### config.mk
export PLATFORM = sky130hd
export DESIGN_NAME = acs_sequencer
export DESIGN_NICKNAME = d
export VERILOG_FILES = /design/src/pkg/acs_pkg.sv /design/src/acs_sequencer.sv
export SDC_FILE = /design/constraint.sdc
export NUM_CORES = 1
export LEC_CHECK = 0
export BUFFER_PORTS_ARGS = -buffer_cell sky130_fd_sc_hd__buf_2
export CORE_MARGIN = 1
export CORE_UTILIZATION = 40
export CTS_BUF_LIST = sky130_fd_sc_hd__clkbuf_4
export CTS_CLUSTER_DIAMETER = 150
export DETAILED_ROUTE_END_ITERATION = 10
export GPL_TIMING_DRIVEN = 0
export PLACE_DENSITY_LB_ADDON = 0.1
export SYNTH_ARGS = -nofsm -noshare
export SYNTH_HDL_FRONTEND = slang
export SYNTH_SLANG_ARGS = --single-unit
### constraint.sdc
create_clock -name CLK_I -period 2 [get_ports CLK_I]
set_input_delay 0.4 -clock CLK_I [delete_from_list [all_inputs] [get_ports CLK_I]]
set_output_delay 0.4 -clock CLK_I [all_outputs]
set_load 0.005 [all_outputs]
### src/pkg/acs_pkg.sv
`default_nettype none

package acs_pkg;

    // ------------------------------------------------------------------
    // Register map (byte addresses, one 32-bit word each)
    // ------------------------------------------------------------------
    localparam int ADDR_W = 8;
    localparam logic [7:0] OFS_CTRL_A = 8'h00;
    localparam logic [7:0] OFS_CTRL_B = 8'h04;
    localparam logic [7:0] OFS_RES_HI = 8'h08;
    localparam logic [7:0] OFS_RES_LO = 8'h0c;
    localparam logic [7:0] OFS_STATUS = 8'h10;

    // ------------------------------------------------------------------
    // Field positions
    // ------------------------------------------------------------------
    localparam int A_ON = 0;
    localparam int A_GO = 1;
    localparam int A_CHS = 2;
    localparam int A_VREF = 6;
    localparam int A_JUST = 7;
    localparam int B_CKS = 4;
    localparam int ST_FLAG = 0;
    localparam int ST_IE = 1;
    localparam int ST_PWR = 2;

    // ------------------------------------------------------------------
    // Reset values
    // ------------------------------------------------------------------
    localparam logic [3:0] CHS_RST = 4'h0;
    localparam logic [2:0] CKS_RST = 3'h0;
    localparam logic [7:0] RES_RST = 8'h00;

    // ------------------------------------------------------------------
    // Timing
    // ------------------------------------------------------------------
    localparam int CONV_TADS = 11;
    localparam int ABORT_TADS = 2;
    localparam int CLK_PERIOD_NS = 8;
    // One instruction cycle is four system clocks
    localparam int INSTR_CLKS = 4;
    localparam logic [1:0] CKS_FRC = 2'h3;
    localparam logic [5:0] DIV_MAX_2 = 6'h01;
    localparam logic [5:0] DIV_MAX_4 = 6'h03;
    localparam logic [5:0] DIV_MAX_8 = 6'h07;
    localparam logic [5:0] DIV_MAX_16 = 6'h0f;
    localparam logic [5:0] DIV_MAX_32 = 6'h1f;
    localparam logic [5:0] DIV_MAX_64 = 6'h3f;

    // ------------------------------------------------------------------
    // Types
    // ------------------------------------------------------------------
    typedef enum logic [1:0] {
        ST_IDLE = 2'b00,
        ST_DELAY = 2'b01,
        ST_CONV = 2'b11,
        ST_ABORT = 2'b10
    } acs_state_t;

    typedef struct packed {
        acs_state_t state;
        logic on;
        logic go;
        logic [3:0] channel_select;
        logic vref;
        logic just;
        logic [2:0] cks;
        logic flag;
        logic ie;
        logic off;
        logic [7:0] res_hi;
        logic [7:0] res_lo;
        logic [5:0] div_cnt;
        logic [3:0] tad_cnt;
        logic [1:0] ins_cnt;
        logic frc_s1;
        logic frc_s2;
        logic frc_s3;
        logic frc_lvl;
        logic pready;
        logic pslverr;
        logic [31:0] prdata;
        logic pwr;
        logic sample;
        logic conv;
        logic wake;
        logic tbclr;
    } acs_regs_t;

endpackage : acs_pkg

`default_nettype wire

### src/acs_sequencer.sv
`timescale 1ns/1ps
`default_nettype none

module acs_sequencer
    import acs_pkg::*;
#(
    parameter int CONV_TADS_P = CONV_TADS,
    parameter int ABORT_TADS_P = ABORT_TADS
)(
    input wire logic CLK_I,
    input wire logic RSTN_I,
    input wire logic PSEL_I,
    input wire logic PENABLE_I,
    input wire logic PWRITE_I,
    input wire logic [ADDR_W-1:0] PADDR_I,
    input wire logic [31:0] PWDATA_I,
    input wire logic SLEEP_I,
    input wire logic TRIGGER_I,
    input wire logic FRC_CLK_I,
    input wire logic [9:0] CONV_DATA_I,
    output logic [31:0] PRDATA_O,
    output logic PREADY_O,
    output logic PSLVERR_O,
    output logic [3:0] CHANNEL_O,
    output logic REF_SEL_O,
    output logic SAMPLE_O,
    output logic CONVERTING_O,
    output logic POWERED_O,
    output logic DONE_FLAG_O,
    output logic IRQ_ENABLE_O,
    output logic WAKE_O,
    output logic TIMEBASE_CLR_O
);

    // ------------------------------------------------------------------
    // Elaboration checks
    // ------------------------------------------------------------------
    if (CONV_TADS_P < 2 || CONV_TADS_P > 15)
        $error("CONV_TADS_P must lie in 2..15");
    if (ABORT_TADS_P < 1 || ABORT_TADS_P > 15)
        $error("ABORT_TADS_P must lie in 1..15");

    localparam logic [3:0] CONV_LAST = 4'(CONV_TADS_P - 1);
    localparam logic [3:0] ABORT_LAST = 4'(ABORT_TADS_P - 1);
    localparam logic [1:0] INSTR_LAST = 2'(INSTR_CLKS - 1);

    // ------------------------------------------------------------------
    // Helpers
    // ------------------------------------------------------------------
    function automatic logic [5:0] tad_div_max(input logic [2:0] cks);
        logic [5:0] m;
        m = DIV_MAX_2;
        unique case (cks[1:0])
            2'b00: m = cks[2] ? DIV_MAX_4 : DIV_MAX_2;
            2'b01: m = cks[2] ? DIV_MAX_16 : DIV_MAX_8;
            2'b10: m = cks[2] ? DIV_MAX_64 : DIV_MAX_32;
            default: m = DIV_MAX_2;
        endcase
        return m;
    endfunction : tad_div_max

    function automatic logic addr_mapped(input logic [ADDR_W-1:0] a);
        return (a == OFS_CTRL_A) || (a == OFS_CTRL_B) ||
               (a == OFS_RES_HI) || (a == OFS_RES_LO) ||
               (a == OFS_STATUS);
    endfunction : addr_mapped

    // ------------------------------------------------------------------
    // Reset release
    // ------------------------------------------------------------------
    logic rst_meta_r;
    logic rst_n_r;

    always_ff @(posedge CLK_I or negedge RSTN_I)
    begin
        if (!RSTN_I)
        begin
            rst_meta_r <= 1'b0;
            rst_n_r <= 1'b0;
        end
        else
        begin
            rst_meta_r <= 1'b1;
            rst_n_r <= rst_meta_r;
        end
    end

    // ------------------------------------------------------------------
    // State
    // ------------------------------------------------------------------
    localparam acs_regs_t REGS_RST = '{
        state: ST_IDLE, on: 1'b0, go: 1'b0, channel_select: CHS_RST, vref: 1'b0,
        just: 1'b0, cks: CKS_RST, flag: 1'b0, ie: 1'b0, off: 1'b0,
        res_hi: RES_RST, res_lo: RES_RST, div_cnt: '0, tad_cnt: '0,
        ins_cnt: '0, frc_s1: 1'b0, frc_s2: 1'b0, frc_s3: 1'b0,
        frc_lvl: 1'b0, pready: 1'b0, pslverr: 1'b0, prdata: '0,
        pwr: 1'b0, sample: 1'b0, conv: 1'b0, wake: 1'b0, tbclr: 1'b0
    };

    acs_regs_t s_r;
    acs_regs_t s_nxt;

    always_comb
    begin
        logic is_frc;
        logic powered;
        logic frc_rise;
        logic tick;
        logic done;
        logic setup;
        logic access;
        logic wr_a;
        logic wr_b;
        logic wr_st;
        logic [31:0] rd;

        s_nxt = s_r;
        s_nxt.wake = 1'b0;
        s_nxt.tbclr = 1'b0;
        done = 1'b0;
        tick = 1'b0;
        rd = '0;
        frc_rise = (s_r.frc_s2 == s_r.frc_s3) && s_r.frc_s3 && !s_r.frc_lvl;
        is_frc = (s_r.cks[1:0] == CKS_FRC);
        powered = s_r.on && !s_r.off;
        setup = PSEL_I && !PENABLE_I;
        access = PSEL_I && PENABLE_I && s_r.pready;
        wr_a = access && PWRITE_I && (PADDR_I == OFS_CTRL_A);
        wr_b = access && PWRITE_I && (PADDR_I == OFS_CTRL_B);
        wr_st = access && PWRITE_I && (PADDR_I == OFS_STATUS);

        // RC clock arrives from its own oscillator: three stages,
        // a rising edge counts once the second and third stages agree
        s_nxt.frc_s1 = FRC_CLK_I;
        s_nxt.frc_s2 = s_r.frc_s1;
        s_nxt.frc_s3 = s_r.frc_s2;
        if (s_r.frc_s2 == s_r.frc_s3)
            s_nxt.frc_lvl = s_r.frc_s3;

        // --------------------------------------------------------------
        // Bit period timebase
        // --------------------------------------------------------------
        if (s_r.state == ST_CONV || s_r.state == ST_ABORT)
        begin
            if (is_frc)
                tick = frc_rise;
            else
                tick = (s_r.div_cnt == tad_div_max(s_r.cks));
            if (!is_frc)
                s_nxt.div_cnt = tick ? '0 : s_r.div_cnt + 6'h01;
        end
        else
            s_nxt.div_cnt = '0;

        // --------------------------------------------------------------
        // Sequencer
        // --------------------------------------------------------------
        unique case (s_r.state)
            ST_IDLE:
            begin
                if (s_r.go && powered)
                begin
                    s_nxt.tad_cnt = '0;
                    s_nxt.ins_cnt = '0;
                    // Extra instruction lets the sleep request land first
                    s_nxt.state = is_frc ? ST_DELAY : ST_CONV;
                end
            end
            ST_DELAY:
            begin
                s_nxt.ins_cnt = s_r.ins_cnt + 2'h1;
                if (s_r.ins_cnt == INSTR_LAST)
                    s_nxt.state = ST_CONV;
            end
            ST_CONV:
            begin
                if (tick)
                begin
                    if (s_r.tad_cnt == CONV_LAST)
                    begin
                        done = 1'b1;
                        s_nxt.go = 1'b0;
                        s_nxt.state = ST_IDLE;
                        if (s_r.just)
                        begin
                            s_nxt.res_hi = {6'h00, CONV_DATA_I[9:8]};
                            s_nxt.res_lo = CONV_DATA_I[7:0];
                        end
                        else
                        begin
                            s_nxt.res_hi = CONV_DATA_I[9:2];
                            s_nxt.res_lo = {CONV_DATA_I[1:0], 6'h00};
                        end
                    end
                    else
                        s_nxt.tad_cnt = s_r.tad_cnt + 4'h1;
                end
            end
            ST_ABORT:
            begin
                if (tick)
                begin
                    if (s_r.tad_cnt == ABORT_LAST)
                        s_nxt.state = ST_IDLE;
                    else
                        s_nxt.tad_cnt = s_r.tad_cnt + 4'h1;
                end
            end
        endcase

        // --------------------------------------------------------------
        // APB slave: one wait-free access phase, answer registered
        // --------------------------------------------------------------
        unique case (PADDR_I)
            OFS_CTRL_A:
                rd[7:0] = {s_r.just, s_r.vref, s_r.channel_select, s_r.go, s_r.on};
            OFS_CTRL_B: rd[B_CKS +: 3] = s_r.cks;
            OFS_RES_HI: rd[7:0] = s_r.res_hi;
            OFS_RES_LO: rd[7:0] = s_r.res_lo;
            OFS_STATUS:
                rd[ST_PWR:ST_FLAG] = {s_r.pwr, s_r.ie, s_r.flag};
            default: rd = '0;
        endcase
        s_nxt.pready = setup;
        s_nxt.pslverr = setup && !addr_mapped(PADDR_I);
        s_nxt.prdata = (setup && !PWRITE_I) ? rd : '0;

        if (wr_a)
        begin
            s_nxt.just = PWDATA_I[A_JUST];
            s_nxt.vref = PWDATA_I[A_VREF];
            s_nxt.channel_select = PWDATA_I[A_CHS +: 4];
            s_nxt.on = PWDATA_I[A_ON];
            s_nxt.off = 1'b0;
            // Start needs the converter already on before this write
            if (PWDATA_I[A_GO] && s_r.on && !s_r.go &&
                s_r.state == ST_IDLE)
                s_nxt.go = 1'b1;
            else if (!PWDATA_I[A_GO] && s_nxt.go)
            begin
                s_nxt.go = 1'b0;
                if (s_r.state != ST_IDLE)
                begin
                    // Partial result is dropped, results untouched
                    s_nxt.state = ST_ABORT;
                    s_nxt.tad_cnt = '0;
                    s_nxt.div_cnt = '0;
                end
            end
            if (!PWDATA_I[A_ON])
            begin
                s_nxt.go = 1'b0;
                s_nxt.state = ST_IDLE;
            end
        end
        if (wr_b)
            s_nxt.cks = PWDATA_I[B_CKS +: 3];
        if (wr_st)
            s_nxt.ie = PWDATA_I[ST_IE];

        // Set wins over a same-cycle clear
        s_nxt.flag = (s_r.flag && !(wr_st && PWDATA_I[ST_FLAG])) ||
                     done;

        // --------------------------------------------------------------
        // Hardware trigger
        // --------------------------------------------------------------
        if (TRIGGER_I)
        begin
            s_nxt.tbclr = 1'b1;
            if (powered && s_nxt.state == ST_IDLE && s_nxt.on)
                s_nxt.go = 1'b1;
        end

        // --------------------------------------------------------------
        // Sleep
        // --------------------------------------------------------------
        if (done && SLEEP_I)
        begin
            if (s_r.ie)
                s_nxt.wake = 1'b1;
            else
                s_nxt.off = 1'b1;
        end
        if (SLEEP_I && !is_frc && s_nxt.on)
        begin
            // Divided clocks stop in sleep, so nothing can finish
            s_nxt.go = 1'b0;
            s_nxt.state = ST_IDLE;
            s_nxt.off = 1'b1;
        end

        s_nxt.pwr = s_nxt.on && !s_nxt.off;
        s_nxt.sample = s_nxt.pwr && !s_nxt.go && s_nxt.state == ST_IDLE;
        s_nxt.conv = s_nxt.state == ST_CONV;
    end

    always_ff @(posedge CLK_I or negedge rst_n_r)
    begin
        if (!rst_n_r)
            s_r <= REGS_RST;
        else
            s_r <= s_nxt;
    end

    // ------------------------------------------------------------------
    // Outputs
    // ------------------------------------------------------------------
    assign PRDATA_O = s_r.prdata;
    assign PREADY_O = s_r.pready;
    assign PSLVERR_O = s_r.pslverr;
    assign CHANNEL_O = s_r.channel_select;
    assign REF_SEL_O = s_r.vref;
    assign SAMPLE_O = s_r.sample;
    assign CONVERTING_O = s_r.conv;
    assign POWERED_O = s_r.pwr;
    assign DONE_FLAG_O = s_r.flag;
    assign IRQ_ENABLE_O = s_r.ie;
    assign WAKE_O = s_r.wake;
    assign TIMEBASE_CLR_O = s_r.tbclr;

endmodule : acs_sequencer

`default_nettype wire

### After elaboration in Yosys (flattened, before gate mapping)

Index checks and enable logic that the tools add are counted.

* bits in registers: 65
* output and inout port bits: 46
* word-level logic and storage cells: 164

* add/sub/neg operators: 3
* eq/ne operators: 17
* multiplexer cells: 62
* reductions and logical operators: 53

Operators with widths (count)
* 2-to-1 mux 10 bit: 5
* 2-to-1 mux 6 bit: 7
* logical AND 1 bit: 27
* 2-to-1 mux 2 bit: 13
* one-hot mux 3 bit (4 select lines): 2
* 2-to-1 mux 1 bit: 22
* 2-to-1 mux 4 bit: 5
* one-hot mux 6 bit (3 select lines): 1
* == test 8 x 4 -> 1 bit, second input constant: 2
* 2-to-1 mux 16 bit: 1
* == test 2 bit, second input constant: 6
* one-hot mux 4 bit (3 select lines): 1
* zero test 1 bit: 11
* == test 8 x 3 -> 1 bit, second input constant: 1
* == test 8 x 5 -> 1 bit, second input constant: 1
* zero test 2 bit: 4
* zero test 8 bit: 1
* 2-to-1 mux 8 bit: 1
* one-hot mux 2 bit (4 select lines): 1
* adder 6 x 1 -> 6 bit, second input constant: 1
* == test 6 bit: 1
* logical OR 1 bit: 6
* one-hot mux 1 bit (3 select lines): 2
* adder 4 x 1 -> 4 bit, second input constant: 1
* other kinds (10): 12

### Depth between registers and ports, before layout

* word-level depth: 24
* mapped depth: 9
* mapped depth without buffers: 8

### Worst setup path after synthesis

No wires, ideal clock.

* kind: flip-flop to flip-flop
* start: reg s_r[74] in the netlist's numbering
* end: reg s_r, in the netlist SAMPLE_O
* library setup time: 0.095 ns
* arrival: 2.132 ns
* required time: 1.905 ns
* setup slack: -0.227 ns
* stages on the path, launching flop included: 9
* path through: dfrtp_1 -> inv_1 -> ha_1 -> a21o_1 -> a32oi_2 -> o2111ai_4 -> o31ai_2 -> o311ai_1 -> nor4b_2

RTL lines
* start, declared: line acs_sequencer.sv:100 `acs_regs_t s_r;`
* start signal, assigned: line acs_sequencer.sv:303 `s_r <= s_nxt;`

==> flow_summary_export.csv <==
group,metric,value,unit
setup_path,path_class,"register to register",
min_path,min_from,"FRC_CLK_I",
clocking,clk_latency,410,ps
floorplanning,dieArea,10020,um2
global_route,grtUsageTotal,19.68,%
timing,setup_viol,34,
cells_and_area,final_cell_mix,"nand2_1 (63), dfrtp_1 (61), buf_2 (56)",
timing,fin_crit,2262,ps
timing,finClkSkew,20.27,ps
timing,tightest_slew,795.8,ps
placed_design,portBuffers,54,
pwr,ir_drop,0.3181,mV
outcome,violations,"negative setup slack",
placed_design,gp_congestion,0.8331,
timing,post-route-period-util,113.1,%
yosys,syn_inst,405,
min_path,hold_path_class,"primary input to register",
clocking,path_clk_slew,120,ps
cells_and_area,final_common_cell,"nand2_1",
setup_path,rrSetupSlack,-260,ps
setup_path,crit_path_end_kind,"register",
cells_and_area,diodes,0,
detailed_routing,vias,3255,
global_route,antenna_found_initial,0,
pwr,p_leak,2.294,nW
cells_and_area,layout-drive-gt1-share,38.46,%
min_path,whs_path_depth,1,
clocking,root_buffer,"clkbuf_4",
floorplanning,die_y,100.1,um
clocking,clock_path_buffers,2,
cells_and_area,final_cells,649,
pwr,power.density,488.1,nW/um2
clocking,clock-sinks,65,
floorplanning,core_region_area,9284,um2
timing,rsz0062_at_grt,"yes",
timing,max_clock_freq,442.0,MHz
timing,fin_hold_ws,98.58,ps
timing,hold_violations,0,
pwr,p_total,2.442,mW
yosys,async_flop_share,100.0,%
global_route,grt-ovfl-total,0,
placed_design,dp_slack,-531.7,ps
yosys,ys_seq_area_share,42.26,%
timing,relSlewSlack,46.95,%
yosys,postSynthAreaPerCell,9.503,um2
cells_and_area,fin_area,5004,um2
detailed_routing,drt_iter0_drc,226,
floorplanning,start_util,41.46,%
setup_path,cp-start-kind,"register",
setup_path,reg2reg_to,"s_r[45]",
run,drv_cap,0,
yosys,yosys_register_bits,65,
min_path,whs_endpoint,"s_nxt[41]",
global_route,grt_pass1_wl,15240,um
outcome,status,"finished with violations",
cells_and_area,area_growth,30.01,%
floorplanning,boundaryPins,104,
timing,slew_viol_final,0,
detailed_routing,ant_nets,0,
yosys,synthFlopType,"dfrtp_1",
detailed_routing,drc_errors,0,
setup_path,r2r-start,"s_r[74]",
clocking,htree_levels,3,
setup_path,cp_max_fo,5,
detailed_routing,routed_wl,9577,um
yosys,synth_edf_count,0,
global_route,grt_pass1_vias,3084,
yosys,synth_cell_type_count,68,
detailed_routing,drt-pass1-iter-count,5,
floorplanning,die_width,100.1,um
placed_design,hpwl,6512,um
detailed_routing,vias_per_cell,5.015,
yosys,yosys_warnings,0,
setup_path,worstPathArrival,2540,ps
setup_path,worstRegToRegCells,9,
placed_design,dp.cells,611,
global_route,grt_start_max_net_pins,64,
timing,fin_ws,-262.4,ps
yosys,synth_area,3849,um2
floorplanning,rows,35,
detailed_routing,routedWlPerCell,14.76,um
placed_design,placed_cell_area,4410,um2
setup_path,worstPathRequired,2280,ps
clocking,cts_tree,"yes",
cells_and_area,final_nets,583,
clocking,numCtsBuffers,9,
## critical path: stages (launching register included)
cell,delay (ps)
dfrtp_2,460
inv_2,100
ha_4,210
a21o_1,170
a32oi_4,260
buf_4,170
o2111a_2,280
nor4_2,70
a311oi_2,310
a211oi_2,110
## layer usage
| metal | GRT usage [%] | part of all wire, % | up-vias |
|---|---|---|---|
| met3 | 3.343 | 4.7 | 9 |
| met1 | 28.44 | 48 | 1546 |
| met5 | 0 | 0 | - |
| met4 | 6.912 | 1.1 | 0 |
| li1 | - | - | 1595 |
| met2 | 29.87 | 46 | 105 |
## cells in the mapped netlist, types with 5 or more instances
cell type	n	area [um2]
a21oi_1	15	75.07
a22oi_1	5	37.54
and3_1	7	43.79
buf_2	5	25.02
buf_4	37	277.8
clkbuf_1	10	37.54
dfrtp_1	65	1627
ha_1	10	125.1
inv_1	10	37.54
mux2_2	10	112.6
mux2i_1	5	50.05
nand2_1	63	236.5
nand2b_1	5	31.28
nand3_1	19	95.09
nand3b_1	12	90.09
nor2_1	31	116.4
nor3_1	7	35.03
o21ai_0	7	35.03
## timing repair
action	in CTS	in global routing
resized for setup	31	29
buffers inserted	15	3
endpoints found under the setup margin	35	35
gates cloned	1	2
hold endpoints to repair	2	0
hold buffers	1	0
pin swaps	17	21
## logic make-up after synthesis
| kind of cell | share of synthesized area (%) |
|---|---|
| and+or+nand+nor | 22.59 |
| adders and majority gates | 3.251 |
| DFF | 42.26 |
| muxes | 6.372 |
| xor gates and xnor gates | 1.365 |
| buffers and inverters | 10.01 |
| AOI/OAI and AO/OA | 13.95 |
| other | 0.1951 |
## power by group
part / total (mW) / switching (mW) / internal [mW]
Clock: 0.903 / 0.495 / 0.408
Sequential: 1.36 / 0.0305 / 1.33
Combinational: 0.179 / 0.0828 / 0.0960
Total: 2.44 / 0.608 / 1.83
## per-stage QoR
stage | utilization (%) | TNS [ps]
finish | 53.89 | -6509
global route | 53.89 | -9801
CTS | 51.77 | -5942
detailed placement | 47.51 | -13500
global placement | 47.47 | -60340
floorplan | - | -250.8
## final cells by class
class                           count  area, um2
Tap cell                          129      161.4
Fill cell                         875       4280
Clock inverter                      5      56.30
Timing Repair Buffer               75      495.5
Buffer                             53      376.6
Inverter                           11      41.29
Clock buffer                       11      82.58
Sequential cell                    65       1634
Multi-Input combinational cell    300       2156
## flip-flops by register name, indices dropped and copies added, names as in the netlist, 2 cells and up
register	count
CHANNEL_O	4
s_nxt	2
PRDATA_O	8
s_r	39
## worst max-delay path by stage
| stage | start | depth (start not counted) | end |
|---|---|---|---|
| CTS | s_r[75] | 9 | SAMPLE_O |
| global placement | rst_n_r | 0 | s_r[44] |
| finish | s_r[74] | 9 | s_r[45] |
| floorplan | s_r[74] | 8 | s_r[45] |
| detailed placement | s_r[75] | 8 | SAMPLE_O |
| global route | s_r[74] | 7 | s_r[45] |
Note: power is estimated with default switching activity, not from simulation.
